### config.mk
export PLATFORM = sky130hd
export DESIGN_NAME = halt_wakeup
export DESIGN_NICKNAME = d
export VERILOG_FILES = /design/src/verilog/halt_wakeup_pkg.sv /design/src/verilog/rc_edge_sync.sv /design/src/verilog/halt_wakeup.sv
export SDC_FILE = /design/constraint.sdc
export NUM_CORES = 1
export LEC_CHECK = 0
export ABC_AREA = 1
export BUFFER_PORTS_ARGS = -buffer_cell sky130_fd_sc_hd__buf_2
export CORE_ASPECT_RATIO = 0.6
export CORE_MARGIN = 5
export CORE_UTILIZATION = 61
export CTS_CLUSTER_SIZE = 30
export DETAILED_ROUTE_END_ITERATION = 10
export PLACE_DENSITY = 0.94
export SLEW_MARGIN = 20
export SYNTH_ARGS = -nofsm -noshare
export SYNTH_HDL_FRONTEND = slang
export SYNTH_SLANG_ARGS = --single-unit
### constraint.sdc
create_clock -name sys_clk_in -period 3.87 [get_ports sys_clk_in]
set_input_delay 0.1935 -clock sys_clk_in [delete_from_list [all_inputs] [get_ports sys_clk_in]]
set_output_delay 0.1935 -clock sys_clk_in [all_outputs]
set_load 0.01 [all_outputs]
### src/verilog/halt_wakeup_pkg.sv
// How it works
// halt enters timed wake-up only if wake enable set, rtc irq enable clear
// in timed halt, rc oscillator runs through fixed divider then prescaler
// halt lasts 64 times prescaler rc periods plus rc start-up time
// on expiry hardware sets wake flag and raises wake interrupt ending halt
// on wake main oscillator restarts, 256 or 4096 cycle stabilisation
// reading control/status clears wake flag and its pending interrupt
// measure bit in run mode enables rc, routes it to timer capture one
// timed halt also ends on reset or any halt-exit interrupt
// entering halt forces interrupt mask bits to 10b
// in halt main oscillator stopped, only other-clocked peripherals run
// watchdog-halt option may give watchdog reset instead of halt
// control/status resets 00h, bit 2 read only, bits 7:3 read zero
// wake enable bit 0 changed only by software
// prescaler 8 bits, resets FFh, value n divides by n
// software must not write prescaler 00h; such a write is ignored
// ordinary halt requires wake enable clear and rtc irq enable clear
// delay counter restarts each halt, stops with rc off on wake or disable
package halt_wakeup_pkg;
  // ==========================================================
  // register map
  localparam logic [7:0] ctrl_status_offset = 8'h2B;
  localparam logic [7:0] prescaler_offset = 8'h2C;
  localparam logic [7:0] irq_mask_offset = 8'h2D;
  localparam logic [7:0] ctrl_status_reset = 8'h00;
  localparam logic [7:0] prescaler_reset = 8'hFF;
  localparam logic [7:0] irq_mask_reset = 8'h00;
  localparam int enable_bit = 0;
  localparam int measure_bit = 1;
  localparam int flag_bit = 2;
  // ==========================================================
  // timing
  localparam int fixed_divider = 64;
  localparam int clock_mhz = 50;
  localparam int rc_startup_ns = 2000;
  localparam int rc_startup_cycles = (rc_startup_ns * clock_mhz + 999) / 1000;
  localparam int stab_short_cycles = 256;
  localparam int stab_long_cycles = 4096;
  localparam logic [1:0] halt_irq_mask = 2'h2;
endpackage : halt_wakeup_pkg

### src/verilog/rc_edge_sync.sv
`timescale 1ns/10ps
// ==========================================================
// two-stage synchroniser with rising-edge pulse
module rc_edge_sync
(
  input wire logic sys_clk_in,
  input wire logic reset_in,
  input wire logic async_in,
  output logic level_out,
  output logic rise_out
);
  logic stage_one;
  logic stage_two;
  logic stage_old;

  // first stage read only by second stage
  always_ff @(posedge sys_clk_in)
  begin
    if (reset_in)
    begin
      stage_one <= 1'b0;
      stage_two <= 1'b0;
      stage_old <= 1'b0;
    end
    else
    begin
      stage_one <= async_in;
      stage_two <= stage_one;
      stage_old <= stage_two;
    end
  end

  assign level_out = stage_two;
  assign rise_out = stage_two & ~stage_old;
endmodule : rc_edge_sync

### src/verilog/halt_wakeup.sv
`timescale 1ns/10ps
// ==========================================================
// timed halt wake-up unit: registers, halt sequencer, rc delay count
module halt_wakeup
#(
  parameter int stab_long_count = halt_wakeup_pkg::stab_long_cycles
)
(
  input wire logic sys_clk_in,
  input wire logic reset_in,
  input wire logic [7:0] addr_in,
  input wire logic [7:0] wdata_in,
  input wire logic write_in,
  input wire logic read_in,
  output logic [7:0] rdata_out,
  output logic irq_out,
  input wire logic halt_exec_in,
  input wire logic rtc_interrupt_enable_in,
  input wire logic watchdog_enabled_in,
  input wire logic watchdog_halt_option_in,
  input wire logic halt_exit_irq_in,
  input wire logic long_stab_in,
  input wire logic rc_clk_in,
  output logic rc_osc_enable_out,
  output logic timer_capture_input_one_out,
  output logic main_osc_enable_out,
  output logic cpu_halted_out,
  output logic cpu_resume_out,
  output logic watchdog_reset_out,
  output logic force_mask_out,
  output logic [1:0] condition_code_mask_out
);
  typedef enum logic [4:0]
  {
    st_run = 5'b00001,
    st_timed_halt = 5'b00010,
    st_plain_halt = 5'b00100,
    st_stabilise = 5'b01000,
    st_resume = 5'b10000
  } mode_t;

  mode_t mode;
  mode_t next_mode;
  logic timed_wake_enable;
  logic rc_measure_enable;
  logic wake_event_flag;
  logic [7:0] wake_prescale_value;
  logic [7:0] irq_mask;
  logic [5:0] fixed_count;
  logic [7:0] prescale_count;
  logic [15:0] startup_count;
  logic [12:0] stab_count;
  logic rc_level;
  logic rc_rise;
  logic rc_ready;
  logic delay_done;
  logic [7:0] status_view;
  logic [12:0] stab_limit;

  // ==========================================================
  // rc clock sampling
  rc_edge_sync rc_sync
  (
    .sys_clk_in(sys_clk_in),
    .reset_in(reset_in),
    .async_in(rc_clk_in),
    .level_out(rc_level),
    .rise_out(rc_rise)
  );

  function automatic logic hit(input logic [7:0] addr,
    input logic [7:0] reg_addr);
    hit = (addr == reg_addr);
  endfunction : hit

  // fixed divider of 64 then prescaler: count rc rising edges
  assign delay_done = rc_ready && rc_rise && (fixed_count == 6'h3F)
    && (prescale_count == wake_prescale_value - 8'h01);
  assign status_view = {5'h00, wake_event_flag, rc_measure_enable,
    timed_wake_enable};
  assign stab_limit = long_stab_in ? 13'(stab_long_count - 1)
    : 13'(halt_wakeup_pkg::stab_short_cycles - 1);

  // ==========================================================
  // halt sequencer
  always_comb
  begin
    next_mode = mode;
    case (mode)
      st_run:
        if (halt_exec_in && !rtc_interrupt_enable_in
          && !(watchdog_enabled_in && !watchdog_halt_option_in))
        begin
          if (timed_wake_enable)
            next_mode = st_timed_halt;
          else
            next_mode = st_plain_halt;
        end
      st_timed_halt:
        if (delay_done || halt_exit_irq_in)
          next_mode = st_stabilise;
      st_plain_halt:
        if (halt_exit_irq_in)
          next_mode = st_stabilise;
      st_stabilise:
        if (stab_count == stab_limit)
          next_mode = st_resume;
      st_resume:
        next_mode = st_run;
      default:
        next_mode = st_run;
    endcase
  end

  always_ff @(posedge sys_clk_in)
  begin
    if (reset_in)
      mode <= st_run;
    else
      mode <= next_mode;
  end

  // stabilisation counter, runs only while oscillator settles
  always_ff @(posedge sys_clk_in)
  begin
    if (reset_in || mode != st_stabilise)
      stab_count <= 13'h0000;
    else
      stab_count <= stab_count + 13'h0001;
  end

  // ==========================================================
  // rc start-up and delay counting; restarted on every timed halt entry
  always_ff @(posedge sys_clk_in)
  begin
    if (reset_in || mode != st_timed_halt)
    begin
      startup_count <= 16'h0000;
      rc_ready <= 1'b0;
      fixed_count <= 6'h00;
      prescale_count <= 8'h00;
    end
    else if (!rc_ready)
    begin
      startup_count <= startup_count + 16'h0001;
      if (startup_count == 16'(halt_wakeup_pkg::rc_startup_cycles - 1))
        rc_ready <= 1'b1;
    end
    else if (rc_rise)
    begin
      fixed_count <= fixed_count + 6'h01;
      if (fixed_count == 6'h3F)
        prescale_count <= prescale_count + 8'h01;
    end
  end

  // ==========================================================
  // control/status register
  always_ff @(posedge sys_clk_in)
  begin
    if (reset_in)
    begin
      timed_wake_enable <= halt_wakeup_pkg::ctrl_status_reset[0];
      rc_measure_enable <= halt_wakeup_pkg::ctrl_status_reset[1];
    end
    else if (write_in && hit(addr_in, halt_wakeup_pkg::ctrl_status_offset))
    begin
      timed_wake_enable <= wdata_in[halt_wakeup_pkg::enable_bit];
      rc_measure_enable <= wdata_in[halt_wakeup_pkg::measure_bit];
    end
  end

  // flag: set wins over the clear-on-read
  always_ff @(posedge sys_clk_in)
  begin
    if (reset_in)
      wake_event_flag <= halt_wakeup_pkg::ctrl_status_reset[2];
    else if (mode == st_timed_halt && delay_done)
      wake_event_flag <= 1'b1;
    else if (read_in && hit(addr_in, halt_wakeup_pkg::ctrl_status_offset))
      wake_event_flag <= 1'b0;
  end

  // prescaler ignores a zero write so the delay never collapses
  always_ff @(posedge sys_clk_in)
  begin
    if (reset_in)
      wake_prescale_value <= halt_wakeup_pkg::prescaler_reset;
    else if (write_in && hit(addr_in, halt_wakeup_pkg::prescaler_offset)
      && wdata_in != 8'h00)
      wake_prescale_value <= wdata_in;
  end

  always_ff @(posedge sys_clk_in)
  begin
    if (reset_in)
      irq_mask <= halt_wakeup_pkg::irq_mask_reset;
    else if (write_in && hit(addr_in, halt_wakeup_pkg::irq_mask_offset))
      irq_mask <= {5'h00, wdata_in[2], 2'h0};
  end

  // read data one cycle after the strobe; unmapped reads zero
  always_ff @(posedge sys_clk_in)
  begin
    if (reset_in || !read_in)
      rdata_out <= 8'h00;
    else if (hit(addr_in, halt_wakeup_pkg::ctrl_status_offset))
      rdata_out <= status_view;
    else if (hit(addr_in, halt_wakeup_pkg::prescaler_offset))
      rdata_out <= wake_prescale_value;
    else if (hit(addr_in, halt_wakeup_pkg::irq_mask_offset))
      rdata_out <= irq_mask;
    else
      rdata_out <= 8'h00;
  end

  // ==========================================================
  // outputs to cpu, oscillators and timer
  always_ff @(posedge sys_clk_in)
  begin
    if (reset_in)
    begin
      irq_out <= 1'b0;
      main_osc_enable_out <= 1'b1;
      cpu_halted_out <= 1'b0;
      cpu_resume_out <= 1'b0;
      watchdog_reset_out <= 1'b0;
      force_mask_out <= 1'b0;
      rc_osc_enable_out <= 1'b0;
      timer_capture_input_one_out <= 1'b0;
    end
    else
    begin
      irq_out <= |(status_view & irq_mask);
      main_osc_enable_out <= (next_mode != st_timed_halt)
        && (next_mode != st_plain_halt);
      cpu_halted_out <= (next_mode != st_run);
      cpu_resume_out <= (mode == st_resume);
      watchdog_reset_out <= (mode == st_run) && halt_exec_in
        && watchdog_enabled_in && !watchdog_halt_option_in;
      force_mask_out <= (mode == st_run) && (next_mode != st_run);
      rc_osc_enable_out <= (next_mode == st_timed_halt)
        || (next_mode == st_run && rc_measure_enable);
      timer_capture_input_one_out <= (mode == st_run) && rc_measure_enable
        && rc_level;
    end
  end

  assign condition_code_mask_out = halt_wakeup_pkg::halt_irq_mask;
endmodule : halt_wakeup

# --- After elaboration in Yosys (flattened, before gate mapping) ---
# Cells that the tools add are included.
op_classes:
  addsub: 5
  n_mul: 0
  div: 0
  order_cmp: 0
  eq_ne: 19
  n_shift: 0
  n_mux: 14
  bitwise_logic: 3
  n_reduce_logical: 35
ops:
  columns: ["op", "n"]
  rows:
  - ["8-bit by 6-bit == test with 1-bit output, second input constant", 3]
  - ["1-bit logical AND", 20]
  - ["5-bit 2-to-1 mux", 4]
  - ["5-bit case mux with 4 select lines", 1]
  - ["16-bit by 1-bit adder with 16-bit output, second input constant", 1]
  - ["16-bit by 7-bit == test with 1-bit output, second input constant", 1]
  - ["13-bit by 1-bit adder with 13-bit output, second input constant", 1]
  - ["13-bit by 12-bit == test with 1-bit output", 1]
  - ["12-bit 2-to-1 mux", 1]
  - ["5-bit by 1-bit == test with 1-bit output, second input constant", 2]
  - ["5-bit by 2-bit == test with 1-bit output, second input constant", 2]
  - ["5-bit by 2-bit != test with 1-bit output, second input constant", 2]
  - ["3-bit 2-to-1 mux", 3]
  - ["8-bit by 1-bit adder with 8-bit output, second input constant", 1]
  - ["8-bit == test", 1]
  - ["8-bit 2-to-1 mux", 1]
  - ["8-bit nonzero test", 1]
  - ["8-bit OR reduction", 1]
  - ["8-bit by 1-bit subtractor with 8-bit output, second input constant", 1]
  - ["6-bit by 1-bit adder with 6-bit output, second input constant", 1]
  - ["6-bit == test, second input constant", 1]
  - ["5-bit by 3-bit == test with 1-bit output, second input constant", 1]
  - ["5-bit by 4-bit == test with 1-bit output, second input constant", 1]
  - ["5-bit == test, second input constant", 1]
  - ["other kinds (13)", 23]
totals:
  ff_bits: 80
  latch_bits: 0
  ramBits: 0
  romBits: 0
  inputBits: 27
  out_inout_bits: 18
  elab_cells: 100
  n_memories: 0

# --- Longest topological paths before layout ---
logic_depth:
  ltp_word: 11
  mapped_depth: 14
  mapped_depth_nobuf: 14

# --- Modules after synthesis ---
# From an unflattened synthesis, not the netlist that was laid out.
hier_totals:
  cells_unflattened: 495
  area_unflattened_um2: 3594.7
by_module_without_submodules:
  columns: ["mod", "instances", "cells_each", "area_each_um2", "seq_area_each_um2"]
  rows:
  - ["halt_wakeup", 1, 485, 3508.4, 1541.5]
  - ["rc_edge_sync", 1, 10, 86.3, 60.1]

# --- Worst setup path after synthesis ---
# OpenSTA, ideal clock, no wires.
synth_timing:
  path_type: "register -> register"
  startpoint: "reg wake_prescale_value[0]"
  endpoint: "reg main_osc_enable_out"
  setup_time_ps: 126
  t_arrival_ps: 1430
  required_time_ps: 3744
  slack_ps: 2314
  stages_incl_launch_ff: 10
  path_buffers: 0
  synth_period_minus_slack_ps: 1556
  path_cell_list: "dfxtp_1 inv_2 ha_1 or2_2 nand4_1 nor2_1 nand3_1 nand3_1 nand3_1 nand2_1"
synth_between:
  elab_chain_len: 8
  word_cells_on_any_way: 9
  classes_between: "add/sub (1); eq/ne (3); mux (2); reduce/logical (3)"
synth_rtl:
  columns: ["item", "line_no", "source"]
  rows:
  - ["start, declared", "halt_wakeup.sv:47", "logic [7:0] wake_prescale_value;"]
  - ["start signal, assigned", "halt_wakeup.sv:188", "wake_prescale_value <= halt_wakeup_pkg::prescaler_reset;"]
  - ["start signal, assigned", "halt_wakeup.sv:191", "wake_prescale_value <= wdata_in;"]
  - ["8-bit by 1-bit subtractor with 8-bit output *", "halt_wakeup.sv:78", "&& (prescale_count == wake_prescale_value - 8'h01);"]
  - ["8-bit == test *", "halt_wakeup.sv:78", null]
  - ["1-bit logical AND *", "halt_wakeup.sv:78", null]
  - ["1-bit logical OR *", "halt_wakeup.sv:100", "if (delay_done || halt_exit_irq_in)"]
  - ["5-bit 2-to-1 mux *", "halt_wakeup.sv:100", null]
  - ["5-bit case mux with 4 select lines *", "halt_wakeup.sv:89", "case (mode)"]
  - ["5-bit by 2-bit != test with 1-bit output or 5-bit by 3-bit != test with 1-bit output (tied branches)", "halt_wakeup.sv:235, halt_wakeup.sv:236", null]
  - ["1-bit logical AND *", "halt_wakeup.sv:236", "&& (next_mode != st_plain_halt);"]
  - ["end signal, assigned", "halt_wakeup.sv:235", "main_osc_enable_out <= (next_mode != st_timed_halt)"]
  - ["end, declared", "halt_wakeup.sv:26", "output logic main_osc_enable_out,"]
# Mark *: on every way between the ends. The rest lies on a longest branch, timed or not.
# A chain may end at the register's enable or synchronous reset.

# --- Worst setup path after layout ---
layout_timing:
  startpoint: "reg mode[3]"
  endpoint: "reg prescale_count[4]"
layout_between:
  elab_chain_len: 2
layout_rtl:
  columns: ["item", "line_no", "source"]
  rows:
  - ["start, declared", "halt_wakeup.sv:42", "mode_t mode;"]
  - ["start signal, assigned", "halt_wakeup.sv:118", "mode <= st_run;"]
  - ["start signal, assigned", "halt_wakeup.sv:120", "mode <= next_mode;"]
  - ["5-bit by 2-bit != test with 1-bit output", "halt_wakeup.sv:136", "if (reset_in || mode != st_timed_halt)"]
  - ["1-bit logical OR", "halt_wakeup.sv:136", null]
  - ["end signal, assigned", "halt_wakeup.sv:153", "prescale_count <= prescale_count + 8'h01;"]
  - ["end, declared", "halt_wakeup.sv:50", "logic [7:0] prescale_count;"]
# Every way passes these cells.

==> run_results.csv <==
group,metric,value,unit
global_routing,antenna_found_initial,0,
min_path,whs_endpoint,"rc_sync.stage_one",
layout,nets,578,
drt,firstDrtPassIters,6,
setup_path,worstSetupStartpoint,"mode[3]",
layout,n_antenna_cell,0,
timing,maxSlewViolCount,0,
clocking,path_clk_slew,0.09,ns
setup_path,r2r-start,"mode[3]",
clocking,cts_resized,0,
drt,wl_per_cell,13.2,um
drt,drc_errors,0,
drt,viasPerCell,5.42,
setup_path,reg2reg_depth,5,
layout,seq_area,0.00160,mm2
logic_synthesis,synth_seq_cells,80,
floorplanning,die_x,110,um
logic_synthesis,synthDistinctLibCells,39,
placed_design,place_ws,1.95,ns
clocking,cts_tree,"built",
layout,area_delta_synth_final,12.8,%
power,ir_drop,0.174,mV
global_routing,grt_pass1_vias,3118,
floorplanning,pin_count,45,
setup_path,crit_type,"reg2reg",
timing,min_period_over_period,0.538,
placed_design,port_buffers,42,
floorplanning,floorplan.rows,21,
setup_path,ff2ff_setup_slack,1.79,ns
job,maxCapViolations,0,
clocking,cts_max_level,3,
timing,layout_setup_ws,1.79,ns
setup_path,cp_cell_sequence,"nor2_1 -> nand4_1 -> nor2_2 -> inv_2 -> nor3b_1",
setup_path,max_stage_delay,0.63,ns
timing,finalClockSkew,0.0113,ns
global_routing,grt_pass1_wl,14.1,mm
timing,hold_viol_final,0,
power,finalPower,1490,uW
setup_path,crit_family,"simple AND/OR/NAND/NOR gates",
setup_path,path_buf_inv,1,
logic_synthesis,synth_fp_nets,532,
clocking,hold_buffers,0,
logic_synthesis,syn_inst,500,
min_path,hold_depth,3,
min_path,hold_class,"in2reg",
floorplanning,dieArea,0.00769,mm2
timing,whs,0.0368,ns
clocking,root_buffer,"clkbuf_8",
layout,drive_gt1_frac,0.165,
setup_path,cp.required,4.16,ns
drt,vias,3418,
setup_path,start_kind,"flop",
global_routing,gr-total-overflow,0,
power,power_density,363,mW/mm2
layout,multi_input_area,0.00169,mm2
timing,relSlewSlack,0.535,
timing,fin_tns_setup,0,ns
global_routing,grt_usage,0.231,
outcome,status,"finished clean",
drt,wl,8.36,mm
timing,period_needed,2.08,ns
drt,drtIter0Drc,429,
clocking,cts_buffers,9,
setup_path,arrival,2.37,ns
min_path,hold_path.startpoint,"rc_clk_in",
floorplanning,die_h,69.9,um
global_routing,grt_max_degree,18,
setup_path,end_kind,"flop",
logic_synthesis,avgSynthCellArea,7.30,um2
clocking,clockBufferDepth,2,
power,leakage,0.00179,uW
clocking,cts_setup_buffers,0,
logic_synthesis,syn_area,0.00365,mm2
drt,ant_nets,0,
timing,worst_pin_slew,0.697,ns
layout,fillCellCount,435,
timing,fmax,480,MHz
clocking,clk_latency,0.36,ns
placed_design,gp_congestion,0.878,
floorplanning,start_util,0.641,
floorplanning,fp.coreArea,0.00570,mm2
setup_path,slowest_stage,"nor2_2",
placed_design,hpwl,6.08,mm
logic_synthesis,yosysSeqAreaShare,0.439,
setup_path,cp_max_fo,17,
timing,rsz0062_at_grt,"no",
setup_path,reg2reg_to,"prescale_count[4]",
timing,setup-violations-final,0,
logic_synthesis,yosys_warnings,0,
clocking,cts.sinks,80,
## cell type report
| class | count | share of cell area |
|---|---|---|
| Tap cell | 80 | 0.0243 |
| Timing Repair Buffer | 43 | 0.0528 |
| Clock inverter | 7 | 0.0170 |
| Inverter | 84 | 0.0765 |
| Sequential cell | 80 | 0.389 |
| Clock buffer | 9 | 0.0301 |
| Multi-Input combinational cell | 328 | 0.411 |
## cell usage in the layout (no fill, tap or decap), types with 3 or more instances in the layout
cell	count
a21oi_1	30
buf_2	42
clkbuf_8	9
clkinv_2	3
dfxtp_1	80
ha_1	5
inv_1	72
inv_2	11
nand2_1	96
nand3_1	32
nand4_1	13
nor2_1	57
nor2_2	6
nor2_4	3
nor3_1	14
nor3b_1	5
o211ai_1	9
o21ai_0	12
o21ai_1	13
xnor2_1	4
xor2_1	5
## worst min-delay path: stages
cell	delay, ns
buf_2	0.10
inv_1	0.04
nor2_1	0.03
## per-stage QoR
step           area, um2  std cells   util
2_1_floorplan       3650        500      -
3_5_place_dp        3920        614  0.687
5_1_grt             4120        631  0.723
6_report            4120        631  0.723
3_3_place_gp        3920        614  0.687
4_1_cts             4110        630  0.721
## flip-flops by register name, indices dropped and copies added, names as in the netlist, 5 cells and up
register / count
wake_prescale_value: 8
rdata_out: 8
mode: 5
fixed_count: 6
prescale_count: 8
stab_count: 13
startup_count: 16
## cell usage after synthesis
cell / instances / share of area
nor3_4: 1 / 0.0045
xnor2_1: 4 / 0.0096
ha_1: 5 / 0.017
o2bb2ai_1: 1 / 0.0024
nand4_1: 13 / 0.022
dfxtp_1: 80 / 0.44
nor2_1: 57 / 0.059
o21a_1: 1 / 0.0021
a21oi_1: 30 / 0.041
o22ai_1: 1 / 0.0017
or2_2: 2 / 0.0034
buf_2: 2 / 0.0027
nand4_2: 1 / 0.0034
nor4_1: 2 / 0.0034
nand2_2: 2 / 0.0034
a31oi_1: 2 / 0.0034
nand3b_1: 1 / 0.0021
inv_1: 72 / 0.074
o41ai_1: 1 / 0.0024
and2_1: 1 / 0.0017
xor2_1: 5 / 0.012
o21ai_1: 13 / 0.018
nand3_2: 2 / 0.0055
clkinv_1: 1 / 0.0010
nand4_4: 1 / 0.0058
nand2_1: 96 / 0.099
o211ai_1: 9 / 0.018
nand3b_4: 1 / 0.0055
nor2_2: 6 / 0.010
conb_1: 2 / 0.0021
nor3_1: 14 / 0.019
nor2_4: 3 / 0.0092
nand3_1: 32 / 0.044
nor3_2: 2 / 0.0055
nor3b_1: 5 / 0.010
inv_2: 11 / 0.011
o21ai_0: 12 / 0.016
clkbuf_1: 3 / 0.0031
buf_4: 3 / 0.0062
## worst max path at each step
stage / end / slack (ns) / cells past startpoint
after floorplan: main_osc_enable_out / 2.31 / 9
after global placement: prescale_count[5] / 2.10 / 5
after detailed placement: prescale_count[4] / 1.95 / 5
after CTS: prescale_count[4] / 1.87 / 5
after global routing: prescale_count[4] / 1.66 / 5
final: prescale_count[4] / 1.79 / 5
## cell families (layout without fill, tap and decap cells)
family,Yosys count,after routing,synth area share
simple gates,242,242,0.317
other cells,2,2,0.00206
flops,80,80,0.439
fa+ha+maj,5,5,0.0171
compound gates,70,70,0.106
buf+inv,92,143,0.0983
xor+xnor,9,9,0.0216
## report_power, final
| part | switching [uW] | internal [uW] | total [uW] |
|---|---|---|---|
| logic | 31.6 | 19.1 | 50.8 |
| registers | 3.29 | 828 | 831 |
| clock network | 314 | 299 | 613 |
## per-layer routing
layer,vias up,track usage,wire length [um]
met2,162,0.353,3790
li1,1702,-,-
met1,1524,0.298,3620
met5,-,0,0
met3,30,0.0875,732
met4,0,0.0761,217
Note: power is estimated with default switching activity, not from simulation.
